--- src/design/mpio_pkg.sv ---
package mpio_pkg;
   // data space byte addresses of the port locations
   localparam logic [7:0] ADDR_L_DATA = 8'hD0;
   localparam logic [7:0] ADDR_L_CFG = 8'hD1;
   localparam logic [7:0] ADDR_L_PIN = 8'hD2;
   localparam logic [7:0] ADDR_G_DATA = 8'hD4;
   localparam logic [7:0] ADDR_G_CFG = 8'hD5;
   localparam logic [7:0] ADDR_G_PIN = 8'hD6;
   localparam logic [7:0] ADDR_M_DATA = 8'h94;
   localparam logic [7:0] ADDR_M_CFG = 8'h95;
   localparam logic [7:0] ADDR_M_PIN = 8'h96;
   localparam logic [7:0] ADDR_N_DATA = 8'hA0;
   localparam logic [7:0] ADDR_N_CFG = 8'hA1;
   localparam logic [7:0] ADDR_N_PIN = 8'hA2;
   localparam logic [7:0] ADDR_N_ALT = 8'hA3;
   localparam logic [7:0] ADDR_D_DATA = 8'hDC;
   localparam logic [7:0] ADDR_I_PIN = 8'hD7;
   localparam logic [7:0] ADDR_M_ALT = 8'h97;
   localparam logic [7:0] ADDR_CAN_CTL = 8'hB0;
   localparam logic [7:0] ADDR_WAKE_EN = 8'hC0;
   localparam logic [7:0] ADDR_WAKE_PEND = 8'hC1;
   // reset values
   localparam logic [7:0] RST_ZERO = 8'h00;
   localparam logic [7:0] RST_D_HIGH = 8'hFF;
   localparam logic [7:0] G_IO_MASK = 8'h3F;
   // special port bit positions
   localparam int G_BIT_IDLE = 6;
   localparam int G_BIT_HALT = 7;
   localparam int G_BIT_ALT_PHASE = 6;
   localparam int G_BIT_CLK_DELAY = 7;
   // alternate function pins of the wakeup port, then can control register bits
   localparam int M_BIT_MISO = 0;
   localparam int M_BIT_MOSI = 1;
   localparam int M_BIT_SCK = 2;
   localparam int M_BIT_SS = 3;
   localparam int M_BIT_CAN = 7;
   localparam int CAN_BIT_CAN_TRANSMIT_DRIVE_ENABLE_0 = 0;
   localparam int CAN_BIT_CAN_TRANSMIT_DRIVE_ENABLE_1 = 1;
   typedef enum logic [1:0] {
      MPIO_RUN = 2'b01,
      MPIO_SLEEP = 2'b10
   } mpio_pwr_t;
endpackage

--- src/design/mpio_port.sv ---
`timescale 1ns/1ns
`default_nettype none
module mpio_port
   import mpio_pkg::*;
#(
   parameter int W = 8
) (
   input wire logic clk,
   input wire logic rst,
   input wire logic [7:0] bus_addr,
   input wire logic bus_wr,
   input wire logic bus_rd,
   input wire logic [7:0] bus_wdata,
   output logic [7:0] bus_rdata,
   input wire logic [W-1:0] l_in,
   output logic [W-1:0] l_out,
   output logic [W-1:0] l_oe,
   output logic [W-1:0] l_pull,
   input wire logic [W-1:0] g_in,
   output logic [W-1:0] g_out,
   output logic [W-1:0] g_oe,
   output logic [W-1:0] g_pull,
   input wire logic [W-1:0] m_in,
   output logic [W-1:0] m_out,
   output logic [W-1:0] m_oe,
   output logic [W-1:0] m_pull,
   input wire logic [W-1:0] n_in,
   output logic [W-1:0] n_out,
   output logic [W-1:0] n_oe,
   output logic [W-1:0] n_pull,
   output logic [W-1:0] d_out,
   input wire logic [W-1:0] i_in,
   input wire logic clock_in,
   output logic clock_output_pin,
   output logic halt_req,
   output logic idle_req,
   output logic serial_shift_clock_alt,
   output logic clock_delay_select,
   input wire logic spi_enable,
   input wire logic spi_master,
   input wire logic spi_miso_o,
   input wire logic spi_mosi_o,
   input wire logic spi_sck_o,
   input wire logic spi_ss_o,
   input wire logic [W-1:0] slave_select_extension,
   input wire logic can_tx_0,
   input wire logic can_tx_1,
   input wire logic can_rx_activity,
   output logic can_transmit_out_0,
   output logic can_transmit_oe_0,
   output logic can_transmit_out_1,
   output logic can_transmit_oe_1,
   output logic multi_input_wakeup
);
   import mpio_pkg::*;

   // ---------------------------------------------------------------
   // register file
   // ---------------------------------------------------------------
   logic [W-1:0] l_data_reg, l_data_next, l_cfg_reg, l_cfg_next;
   logic [W-1:0] g_data_reg, g_data_next, g_cfg_reg, g_cfg_next;
   logic [W-1:0] m_data_reg, m_data_next, m_cfg_reg, m_cfg_next;
   logic [W-1:0] n_data_reg, n_data_next, n_cfg_reg, n_cfg_next;
   logic [W-1:0] extender_port_alt_enable_reg, n_alt_next;
   logic [W-1:0] m_alt_reg, m_alt_next;
   logic [W-1:0] d_data_reg, d_data_next;
   logic [1:0] can_ctl_reg, can_ctl_next;
   logic [W-1:0] wake_en_reg, wake_en_next;
   logic wake_pend_reg, wake_pend_next;
   logic [W-1:0] l_s1, l_s2, g_s1, g_s2, m_s1, m_s2, n_s1, n_s2;
   logic [W-1:0] i_s1, i_s2;
   logic [W-1:0] l_prev_reg, m_prev_reg;
   logic [7:0] rdata_next;
   mpio_pwr_t pwr_reg, pwr_next;

   function automatic logic wr_at(input logic [7:0] a);
      return bus_wr && (bus_addr == a);
   endfunction

   // next values of software registers
   always_comb begin
      l_data_next = wr_at(ADDR_L_DATA) ? bus_wdata : l_data_reg;
      l_cfg_next = wr_at(ADDR_L_CFG) ? bus_wdata : l_cfg_reg;
      g_data_next = wr_at(ADDR_G_DATA) ? bus_wdata : g_data_reg;
      g_cfg_next = wr_at(ADDR_G_CFG) ? bus_wdata : g_cfg_reg;
      m_data_next = wr_at(ADDR_M_DATA) ? bus_wdata : m_data_reg;
      m_cfg_next = wr_at(ADDR_M_CFG) ? bus_wdata : m_cfg_reg;
      n_data_next = wr_at(ADDR_N_DATA) ? bus_wdata : n_data_reg;
      n_cfg_next = wr_at(ADDR_N_CFG) ? bus_wdata : n_cfg_reg;
      n_alt_next = wr_at(ADDR_N_ALT) ? bus_wdata
                                     : extender_port_alt_enable_reg;
      m_alt_next = wr_at(ADDR_M_ALT) ? bus_wdata : m_alt_reg;
      d_data_next = wr_at(ADDR_D_DATA) ? bus_wdata : d_data_reg;
      can_ctl_next = wr_at(ADDR_CAN_CTL) ? bus_wdata[1:0] : can_ctl_reg;
      wake_en_next = wr_at(ADDR_WAKE_EN) ? bus_wdata : wake_en_reg;
   end

   // registers clear at reset, output port presets high
   always_ff @(posedge clk or posedge rst) begin
      if (rst) begin
         l_data_reg <= RST_ZERO;
         l_cfg_reg <= RST_ZERO;
         g_data_reg <= RST_ZERO;
         g_cfg_reg <= RST_ZERO;
         m_data_reg <= RST_ZERO;
         m_cfg_reg <= RST_ZERO;
         n_data_reg <= RST_ZERO;
         n_cfg_reg <= RST_ZERO;
         extender_port_alt_enable_reg <= RST_ZERO;
         m_alt_reg <= RST_ZERO;
         d_data_reg <= RST_D_HIGH;
         can_ctl_reg <= 2'h0;
         wake_en_reg <= RST_ZERO;
      end else begin
         l_data_reg <= l_data_next;
         l_cfg_reg <= l_cfg_next;
         g_data_reg <= g_data_next;
         g_cfg_reg <= g_cfg_next;
         m_data_reg <= m_data_next;
         m_cfg_reg <= m_cfg_next;
         n_data_reg <= n_data_next;
         n_cfg_reg <= n_cfg_next;
         extender_port_alt_enable_reg <= n_alt_next;
         m_alt_reg <= m_alt_next;
         d_data_reg <= d_data_next;
         can_ctl_reg <= can_ctl_next;
         wake_en_reg <= wake_en_next;
      end
   end

   // ---------------------------------------------------------------
   // pin input synchronisers
   // ---------------------------------------------------------------
   // first stage feeds only the second, two cycles of pin latency
   always_ff @(posedge clk or posedge rst) begin
      if (rst) begin
         {l_s1, l_s2, g_s1, g_s2} <= {4{RST_ZERO}};
         {m_s1, m_s2, n_s1, n_s2} <= {4{RST_ZERO}};
         {i_s1, i_s2} <= {2{RST_ZERO}};
      end else begin
         l_s1 <= l_in;
         l_s2 <= l_s1;
         g_s1 <= g_in;
         g_s2 <= g_s1;
         m_s1 <= m_in;
         m_s2 <= m_s1;
         n_s1 <= n_in;
         n_s2 <= n_s1;
         i_s1 <= i_in;
         i_s2 <= i_s1;
      end
   end

   // ---------------------------------------------------------------
   // pin drive decode
   // ---------------------------------------------------------------
   logic [W-1:0] m_cfg_eff, m_data_eff, n_data_eff, g_cfg_eff;
   logic [W-1:0] l_out_n, l_oe_n, l_pull_n, g_out_n, g_oe_n, g_pull_n;
   logic [W-1:0] m_out_n, m_oe_n, m_pull_n, n_out_n, n_oe_n, n_pull_n;

   // spi owns its four pins, direction by role
   always_comb begin
      m_cfg_eff = m_cfg_reg;
      m_data_eff = m_data_reg;
      if (spi_enable) begin
         m_cfg_eff[M_BIT_MISO] = !spi_master;
         m_cfg_eff[M_BIT_MOSI] = spi_master;
         m_cfg_eff[M_BIT_SCK] = spi_master;
         m_cfg_eff[M_BIT_SS] = spi_master;
         m_data_eff[M_BIT_MISO] = spi_miso_o;
         m_data_eff[M_BIT_MOSI] = spi_mosi_o;
         m_data_eff[M_BIT_SCK] = spi_sck_o;
         m_data_eff[M_BIT_SS] = spi_ss_o;
      end
      // extender acts as a data write; direction stays software's
      n_data_eff = (n_data_reg & ~extender_port_alt_enable_reg) |
                   (slave_select_extension &
                    extender_port_alt_enable_reg);
      g_cfg_eff = g_cfg_reg & G_IO_MASK;
      // cfg=oe, data=level when driving, data=pullup otherwise
      l_oe_n = l_cfg_reg;
      l_out_n = l_data_reg;
      l_pull_n = ~l_cfg_reg & l_data_reg;
      g_oe_n = g_cfg_eff;
      g_out_n = g_data_reg & G_IO_MASK;
      g_pull_n = ~g_cfg_eff & g_data_reg & G_IO_MASK;
      m_oe_n = m_cfg_eff;
      m_out_n = m_data_eff;
      m_pull_n = ~m_cfg_eff & m_data_eff;
      n_oe_n = n_cfg_reg;
      n_out_n = n_data_eff;
      n_pull_n = ~n_cfg_reg & n_data_eff;
   end

   // output pins straight from flops
   always_ff @(posedge clk or posedge rst) begin
      if (rst) begin
         {l_out, l_oe, l_pull, g_out, g_oe, g_pull} <= {6{RST_ZERO}};
         {m_out, m_oe, m_pull, n_out, n_oe, n_pull} <= {6{RST_ZERO}};
         d_out <= RST_D_HIGH;
         {can_transmit_out_0, can_transmit_oe_0} <= 2'b00;
         {can_transmit_out_1, can_transmit_oe_1} <= 2'b00;
         clock_output_pin <= 1'b0;
      end else begin
         {l_out, l_oe, l_pull} <= {l_out_n, l_oe_n, l_pull_n};
         {g_out, g_oe, g_pull} <= {g_out_n, g_oe_n, g_pull_n};
         {m_out, m_oe, m_pull} <= {m_out_n, m_oe_n, m_pull_n};
         {n_out, n_oe, n_pull} <= {n_out_n, n_oe_n, n_pull_n};
         d_out <= d_data_reg;
         can_transmit_out_0 <= can_tx_0;
         can_transmit_oe_0 <= can_ctl_reg[CAN_BIT_CAN_TRANSMIT_DRIVE_ENABLE_0];
         can_transmit_out_1 <= can_tx_1;
         can_transmit_oe_1 <= can_ctl_reg[CAN_BIT_CAN_TRANSMIT_DRIVE_ENABLE_1];
         clock_output_pin <= clock_in;
      end
   end

   // ---------------------------------------------------------------
   // power modes, special bits and wakeup
   // ---------------------------------------------------------------
   logic [W-1:0] l_edge, m_edge, m_wake_src;
   logic wake_evt;

   // alt-selected m pins drop out; can activity replaces m7
   always_comb begin
      l_edge = (l_s2 ^ l_prev_reg) & wake_en_reg;
      m_wake_src = m_s2;
      m_edge = (m_s2 ^ m_prev_reg) & ~m_alt_reg;
      m_edge[M_BIT_CAN] = m_alt_reg[M_BIT_CAN] ? can_rx_activity
                                               : m_edge[M_BIT_CAN];
      wake_evt = |l_edge || |(m_edge & wake_en_reg);
      // set wins over a software clear in the same cycle
      wake_pend_next = wake_evt ||
                       (wake_pend_reg && !wr_at(ADDR_WAKE_PEND));
      pwr_next = pwr_reg;
      unique case (pwr_reg)
         MPIO_RUN: begin
            if (wr_at(ADDR_G_DATA) &&
                (bus_wdata[G_BIT_HALT] || bus_wdata[G_BIT_IDLE])) begin
               pwr_next = MPIO_SLEEP;
            end
         end
         MPIO_SLEEP: begin
            if (wake_evt) begin
               pwr_next = MPIO_RUN;
            end
         end
      endcase
   end

   // power state, wakeup pending and special strobes
   always_ff @(posedge clk or posedge rst) begin
      if (rst) begin
         pwr_reg <= MPIO_RUN;
         wake_pend_reg <= 1'b0;
         l_prev_reg <= RST_ZERO;
         m_prev_reg <= RST_ZERO;
         halt_req <= 1'b0;
         idle_req <= 1'b0;
         multi_input_wakeup <= 1'b0;
         serial_shift_clock_alt <= 1'b0;
         clock_delay_select <= 1'b0;
      end else begin
         pwr_reg <= pwr_next;
         wake_pend_reg <= wake_pend_next;
         l_prev_reg <= l_s2;
         m_prev_reg <= m_wake_src;
         // halt and idle hold until a wakeup event or the next special port data write
         halt_req <= wr_at(ADDR_G_DATA) ? bus_wdata[G_BIT_HALT]
                     : (halt_req && !wake_evt);
         idle_req <= wr_at(ADDR_G_DATA) ? bus_wdata[G_BIT_IDLE]
                     : (idle_req && !wake_evt);
         multi_input_wakeup <= wake_pend_next;
         serial_shift_clock_alt <= g_cfg_next[G_BIT_ALT_PHASE];
         clock_delay_select <= g_cfg_next[G_BIT_CLK_DELAY];
      end
   end

   // ---------------------------------------------------------------
   // read mux
   // ---------------------------------------------------------------
   always_comb begin
      rdata_next = bus_rdata;
      if (bus_rd) begin
         unique case (bus_addr)
            ADDR_L_DATA: rdata_next = l_data_reg;
            ADDR_L_CFG: rdata_next = l_cfg_reg;
            ADDR_L_PIN: rdata_next = l_s2;
            ADDR_G_DATA: rdata_next = g_data_reg & G_IO_MASK;
            ADDR_G_CFG: rdata_next = g_cfg_reg;
            ADDR_G_PIN: rdata_next = g_s2;
            ADDR_M_DATA: rdata_next = m_data_reg;
            ADDR_M_CFG: rdata_next = m_cfg_reg;
            ADDR_M_PIN: rdata_next = m_s2;
            ADDR_N_DATA: rdata_next = n_data_reg;
            ADDR_N_CFG: rdata_next = n_cfg_reg;
            ADDR_N_PIN: rdata_next = n_s2;
            ADDR_N_ALT: rdata_next = extender_port_alt_enable_reg;
            ADDR_M_ALT: rdata_next = m_alt_reg;
            ADDR_D_DATA: rdata_next = d_data_reg;
            ADDR_I_PIN: rdata_next = i_s2;
            ADDR_CAN_CTL: rdata_next = {6'h00, can_ctl_reg};
            ADDR_WAKE_EN: rdata_next = wake_en_reg;
            ADDR_WAKE_PEND: rdata_next = {7'h00, wake_pend_reg};
            default: rdata_next = RST_ZERO;
         endcase
      end
   end

   always_ff @(posedge clk or posedge rst) begin
      if (rst) begin
         bus_rdata <= RST_ZERO;
      end else begin
         bus_rdata <= rdata_next;
      end
   end

   // ---------------------------------------------------------------
   // assertions
   // ---------------------------------------------------------------
   property p_cfg_data_decode;
      @(posedge clk) disable iff (rst)
      ##1 (l_oe == $past(l_cfg_reg)) &&
      (l_pull == ($past(~l_cfg_reg & l_data_reg)));
   endproperty
   a_cfg_data_decode: assert property (p_cfg_data_decode)
      else $error("l port drive decode wrong");

   property p_g_hi_read_zero;
      @(posedge clk) disable iff (rst)
      (bus_rd && bus_addr == ADDR_G_DATA) |=> (bus_rdata[7:6] == 2'b00);
   endproperty
   a_g_hi_read_zero: assert property (p_g_hi_read_zero)
      else $error("special data bits 6,7 not zero");

   property p_halt_write;
      @(posedge clk) disable iff (rst)
      (bus_wr && bus_addr == ADDR_G_DATA && bus_wdata[G_BIT_HALT])
      |=> halt_req;
   endproperty
   a_halt_write: assert property (p_halt_write)
      else $error("halt not requested");

   property p_idle_write;
      @(posedge clk) disable iff (rst)
      (bus_wr && bus_addr == ADDR_G_DATA && bus_wdata[G_BIT_IDLE])
      |=> idle_req ##1 (pwr_reg == MPIO_SLEEP || $past(wake_evt));
   endproperty
   a_idle_write: assert property (p_idle_write)
      else $error("idle not entered");

   property p_alt_phase;
      @(posedge clk) disable iff (rst)
      (bus_wr && bus_addr == ADDR_G_CFG)
      |=> (serial_shift_clock_alt == $past(bus_wdata[G_BIT_ALT_PHASE]));
   endproperty
   a_alt_phase: assert property (p_alt_phase)
      else $error("alternate shift phase not taken");

   property p_spi_master_dir;
      @(posedge clk) disable iff (rst)
      (spi_enable && spi_master) |=> (m_oe[M_BIT_MOSI] && !m_oe[M_BIT_MISO]);
   endproperty
   a_spi_master_dir: assert property (p_spi_master_dir)
      else $error("spi master directions wrong");

   property p_ext_select;
      @(posedge clk) disable iff (rst)
      ##1 ((n_out & $past(extender_port_alt_enable_reg)) ==
           ($past(slave_select_extension) &
            $past(extender_port_alt_enable_reg)));
   endproperty
   a_ext_select: assert property (p_ext_select)
      else $error("extender select not on pin");

   property p_can_oe;
      @(posedge clk) disable iff (rst)
      ##1 (can_transmit_oe_1 == $past(can_ctl_reg[CAN_BIT_CAN_TRANSMIT_DRIVE_ENABLE_1]));
   endproperty
   a_can_oe: assert property (p_can_oe)
      else $error("can drive enable mismatch");

   property p_can_wake;
      @(posedge clk) disable iff (rst)
      (m_alt_reg[M_BIT_CAN] && wake_en_reg[M_BIT_CAN] && can_rx_activity)
      |=> multi_input_wakeup;
   endproperty
   a_can_wake: assert property (p_can_wake)
      else $error("can activity gave no wakeup");

   property p_pin_sync;
      @(posedge clk) disable iff (rst)
      (bus_rd && bus_addr == ADDR_M_PIN) |=> (bus_rdata == $past(m_s2));
   endproperty
   a_pin_sync: assert property (p_pin_sync)
      else $error("pin read wrong");

   c_halt: cover property (@(posedge clk) disable iff (rst)
      halt_req ##[1:20] !halt_req);
   c_spi_slave: cover property (@(posedge clk) disable iff (rst)
      spi_enable && !spi_master);
   c_ext: cover property (@(posedge clk) disable iff (rst)
      |(extender_port_alt_enable_reg & slave_select_extension));
   c_wake: cover property (@(posedge clk) disable iff (rst)
      multi_input_wakeup);
endmodule
`default_nettype wire

--- config.mk ---
export PLATFORM = sky130hd
export DESIGN_NAME = mpio_port
export DESIGN_NICKNAME = d
export VERILOG_FILES = /design/src/design/mpio_pkg.sv /design/src/design/mpio_port.sv
export SDC_FILE = /design/constraint.sdc
export NUM_CORES = 1
export LEC_CHECK = 0
export ABC_AREA = 1
export BUFFER_PORTS_ARGS = -buffer_cell sky130_fd_sc_hd__buf_2
export CORE_AREA = 2 2 215 217
export CTS_CLUSTER_SIZE = 25
export DETAILED_ROUTE_END_ITERATION = 7
export DIE_AREA = 0 0 217 219
export PLACE_DENSITY = 0.53
export SLEW_MARGIN = 5
export SYNTH_ARGS = -nofsm -noshare
export SYNTH_HDL_FRONTEND = slang
export SYNTH_SLANG_ARGS = --single-unit
--- constraint.sdc ---
create_clock -name clk -period 29 [get_ports clk]
set_input_delay 4.35 -clock clk [delete_from_list [all_inputs] [get_ports clk]]
set_output_delay 4.35 -clock clk [all_outputs]
set_load 0.1 [all_outputs]
==> results.md <==
* Area delta synth->final at 25.1%
* Final period util at between 20% and 30%
* Final hold vios at 0
* Detailed placer's ending HPWL at 25700 um
* GR Util All Layers at 15.1%
* WL/cell at 18.7 um
* Initial antenna violation count at 1
* Sequential-to-total area share from yosys stat at 68.4%
* Post_cts resized at 0
* Hold WC Path Type: register to register
* Setup TNS at 0 ps
* Layout cell share with drive strength beyond 1 at 24.2%
* Hold-fix buffers, CTS at 0
* Clock sinks at 306
* Via count at 8197
* RSZ-0062 raised after global routing: no
* Vias in the first global route at approximately 8000
* Drt initial violations at 705
* Rows at 78
* Count of buffer and inverter cells on the critical path at 1
* RePlAce Congestion at 0.875
* CP max stage cell: dfstp_2
* Syn. warnings at 0
* Power density over the cells at 78.2 nW/um2
* CTS Buf Count at 36
* FMAX at approximately 170 MHz
* Leakage power at 6.96 nW
* Crit-path max cell delay at 530 ps
* Final wirelength at approximately 35000 um
* Crit-path cells: buf_2
* Skew-Pair Late Insertion Delay at 540 ps
* Tmin final at just under 6000 ps
* Max Transition Viols Final at 0
* Setup bufs post-CTS at 0
* Initial core utilization at 24.9%
* I/O pin count at 200
* M3 GR Usage at 3.15%
* DRT antenna net count at 0
* CP Capture Type: output port
* Global route overflow at 0
* Crit Path Max Fanout at 1
* Die Ht at 219 um
* Number of vias per cell at 4.33
* Yosys reg bits at between 300 and 400
* Final setup viols at 0
* CP Data Arrival Time at ~1500 ps
* Synthesized cell area at about 11000 um2
* Mapped Cells at 1066
* # H-tree levels at 2
* Number of port buffers at 193
* Max-Cap Viols at 0
* Worst-margin pin slew at 977 ps
* Layout Nets at ~1300
* Crit start category: register
* Crit path required time at roughly 25000 ps
* CP delay by family, top: flip-flops
* DIE AREA at between 40000 and 50000 um2
* Antenna diode count at 0
* Largest net degree at the start of global routing at between 150 and 200
* Worst hold slack at 339 ps
* VDD IR max at 30.3 uV
* CTS tree: done
* Residual DRC count at 0
* Yosys cell types at 29
* Busiest grt layer: met2
* First-pass GRT wire length at between 50000 and 60000 um
* Clk buf depth at 3
* Grt met2 use at 23.4%
* Average size of a mapped cell at 10.5 um2
* Skew final at 11.0 ps
* M1 GR Usage at 20.5%
* Core area at 45100 um2
* Clock root cell: clkbuf_16
* Outcome: finished clean
* Die width at 217 um
* Setup CP Type: register to output port
* Worst relative slew slack at 34.9%
* Clock slew at reported path FFs at 60 ps
* DRT Pass-1 Iters at 6
==> worst paths after layout <==
check / slack (ps) / start / cells after the start / to
min in group asynchronous: 3990 / rst / 2 / g_s2[0]$_DFF_PP0_
max reg2reg: 27350 / l_s2[0]$_DFF_PP0_ / 6 / halt_req$_DFF_PP0_
min: 340 / n_s1[7]$_DFF_PP0_ / 0 / n_s2[7]$_DFF_PP0_
min reg2reg: 340 / n_s1[7]$_DFF_PP0_ / 0 / n_s2[7]$_DFF_PP0_
max: 23160 / d_out[4]$_DFF_PP1_ / 1 / d_out[4]
max in group asynchronous: 23570 / rst / 3 / g_oe[2]$_DFF_PP0_
==> synth_stat cells, drive strengths merged <==
| cell type | number | area share, % |
|---|---|---|
| clkbuf | 4 | 0.13 |
| inv | 81 | 2.7 |
| xor2 | 1 | 0.078 |
| nand3 | 122 | 5.5 |
| nand2 | 240 | 8.2 |
| o21bai | 1 | 0.067 |
| o21a | 25 | 1.7 |
| conb | 1 | 0.033 |
| dfstp | 16 | 3.7 |
| o211ai | 4 | 0.27 |
| nor3 | 1 | 0.045 |
| dfrtp | 290 | 65 |
| a21oi | 13 | 0.58 |
| o21ai | 106 | 4.7 |
| buf | 38 | 2.2 |
| nor2 | 106 | 4.4 |
| and3 | 1 | 0.056 |
| or2 | 8 | 0.45 |
| nand4 | 6 | 0.33 |
| clkinv | 2 | 0.067 |
==> routing by layer <==
layer  wire length [um]  vias to the layer above  part of all wire [%]
met2              16100                      338                    46
met1              15500                     3951                    44
met5                 13                        -                 0.037
met4               1330                        2                   3.8
li1                   -                     3830                     -
met3               2410                       76                   6.8
==> through the flow <==
step / instance area, um2 / setup slack, ps / total power (W) / utilization, % / std cells
4_1_cts: 14000 / 23120 / 0.00111 / 31.1 / 1891
3_5_place_dp: 12700 / 22800 / 0.000615 / 28.3 / 1825
2_1_floorplan: 11200 / 16220 / 0.000578 / - / 1071
6_report: 14000 / 23160 / 0.00110 / 31.1 / 1891
3_3_place_gp: 12700 / 22850 / 0.000615 / 28.3 / 1825
5_1_grt: 14000 / 23120 / 0.00114 / 31.1 / 1891
==> report_power, final <==
| part | internal (W) | switching [W] | total (W) |
|---|---|---|---|
| clock network | 0.000307 | 0.000184 | 0.000491 |
| registers | 0.000454 | 0.0000184 | 0.000472 |
| logic | 0.0000194 | 0.000115 | 0.000134 |
| total | 0.000780 | 0.000317 | 0.00110 |
==> layout make-up <==
| cell class | instances | area (um2) |
|---|---|---|
| Timing Repair Buffer | 196 | 1000 |
| Inverter | 83 | 319 |
| Tap cell | 600 | 751 |
| Fill cell | 4658 | 31000 |
| Sequential cell | 306 | 7680 |
| Clock buffer | 49 | 1040 |
| Clock inverter | 17 | 258 |
| Multi-Input combinational cell | 640 | 2990 |
==> cells in the final DEF, fill, tap and decap left out, drive strengths merged, types with 8 or more instances in the layout <==
cell type and count:
nand2 240, nor2 106, dfrtp 290, clkbuf 49
clkinv 10, or2 8, o21ai 106, o21a 25
dfstp 16, a21oi 13, inv 84, nand3 122
buf 196
==> cells by family (layout without fill, tap and decap cells) <==
family          count (synthesis)  after routing  synth area share [%]
other cells                     1              6                0.0334
flops                         306            306                  68.4
xor+xnor                        1              1                0.0780
compound gates                149            149                  7.31
buf+inv                       125            345                  5.13
simple gates                  484            484                  19.1
Power figures use the tool's default switching activity.
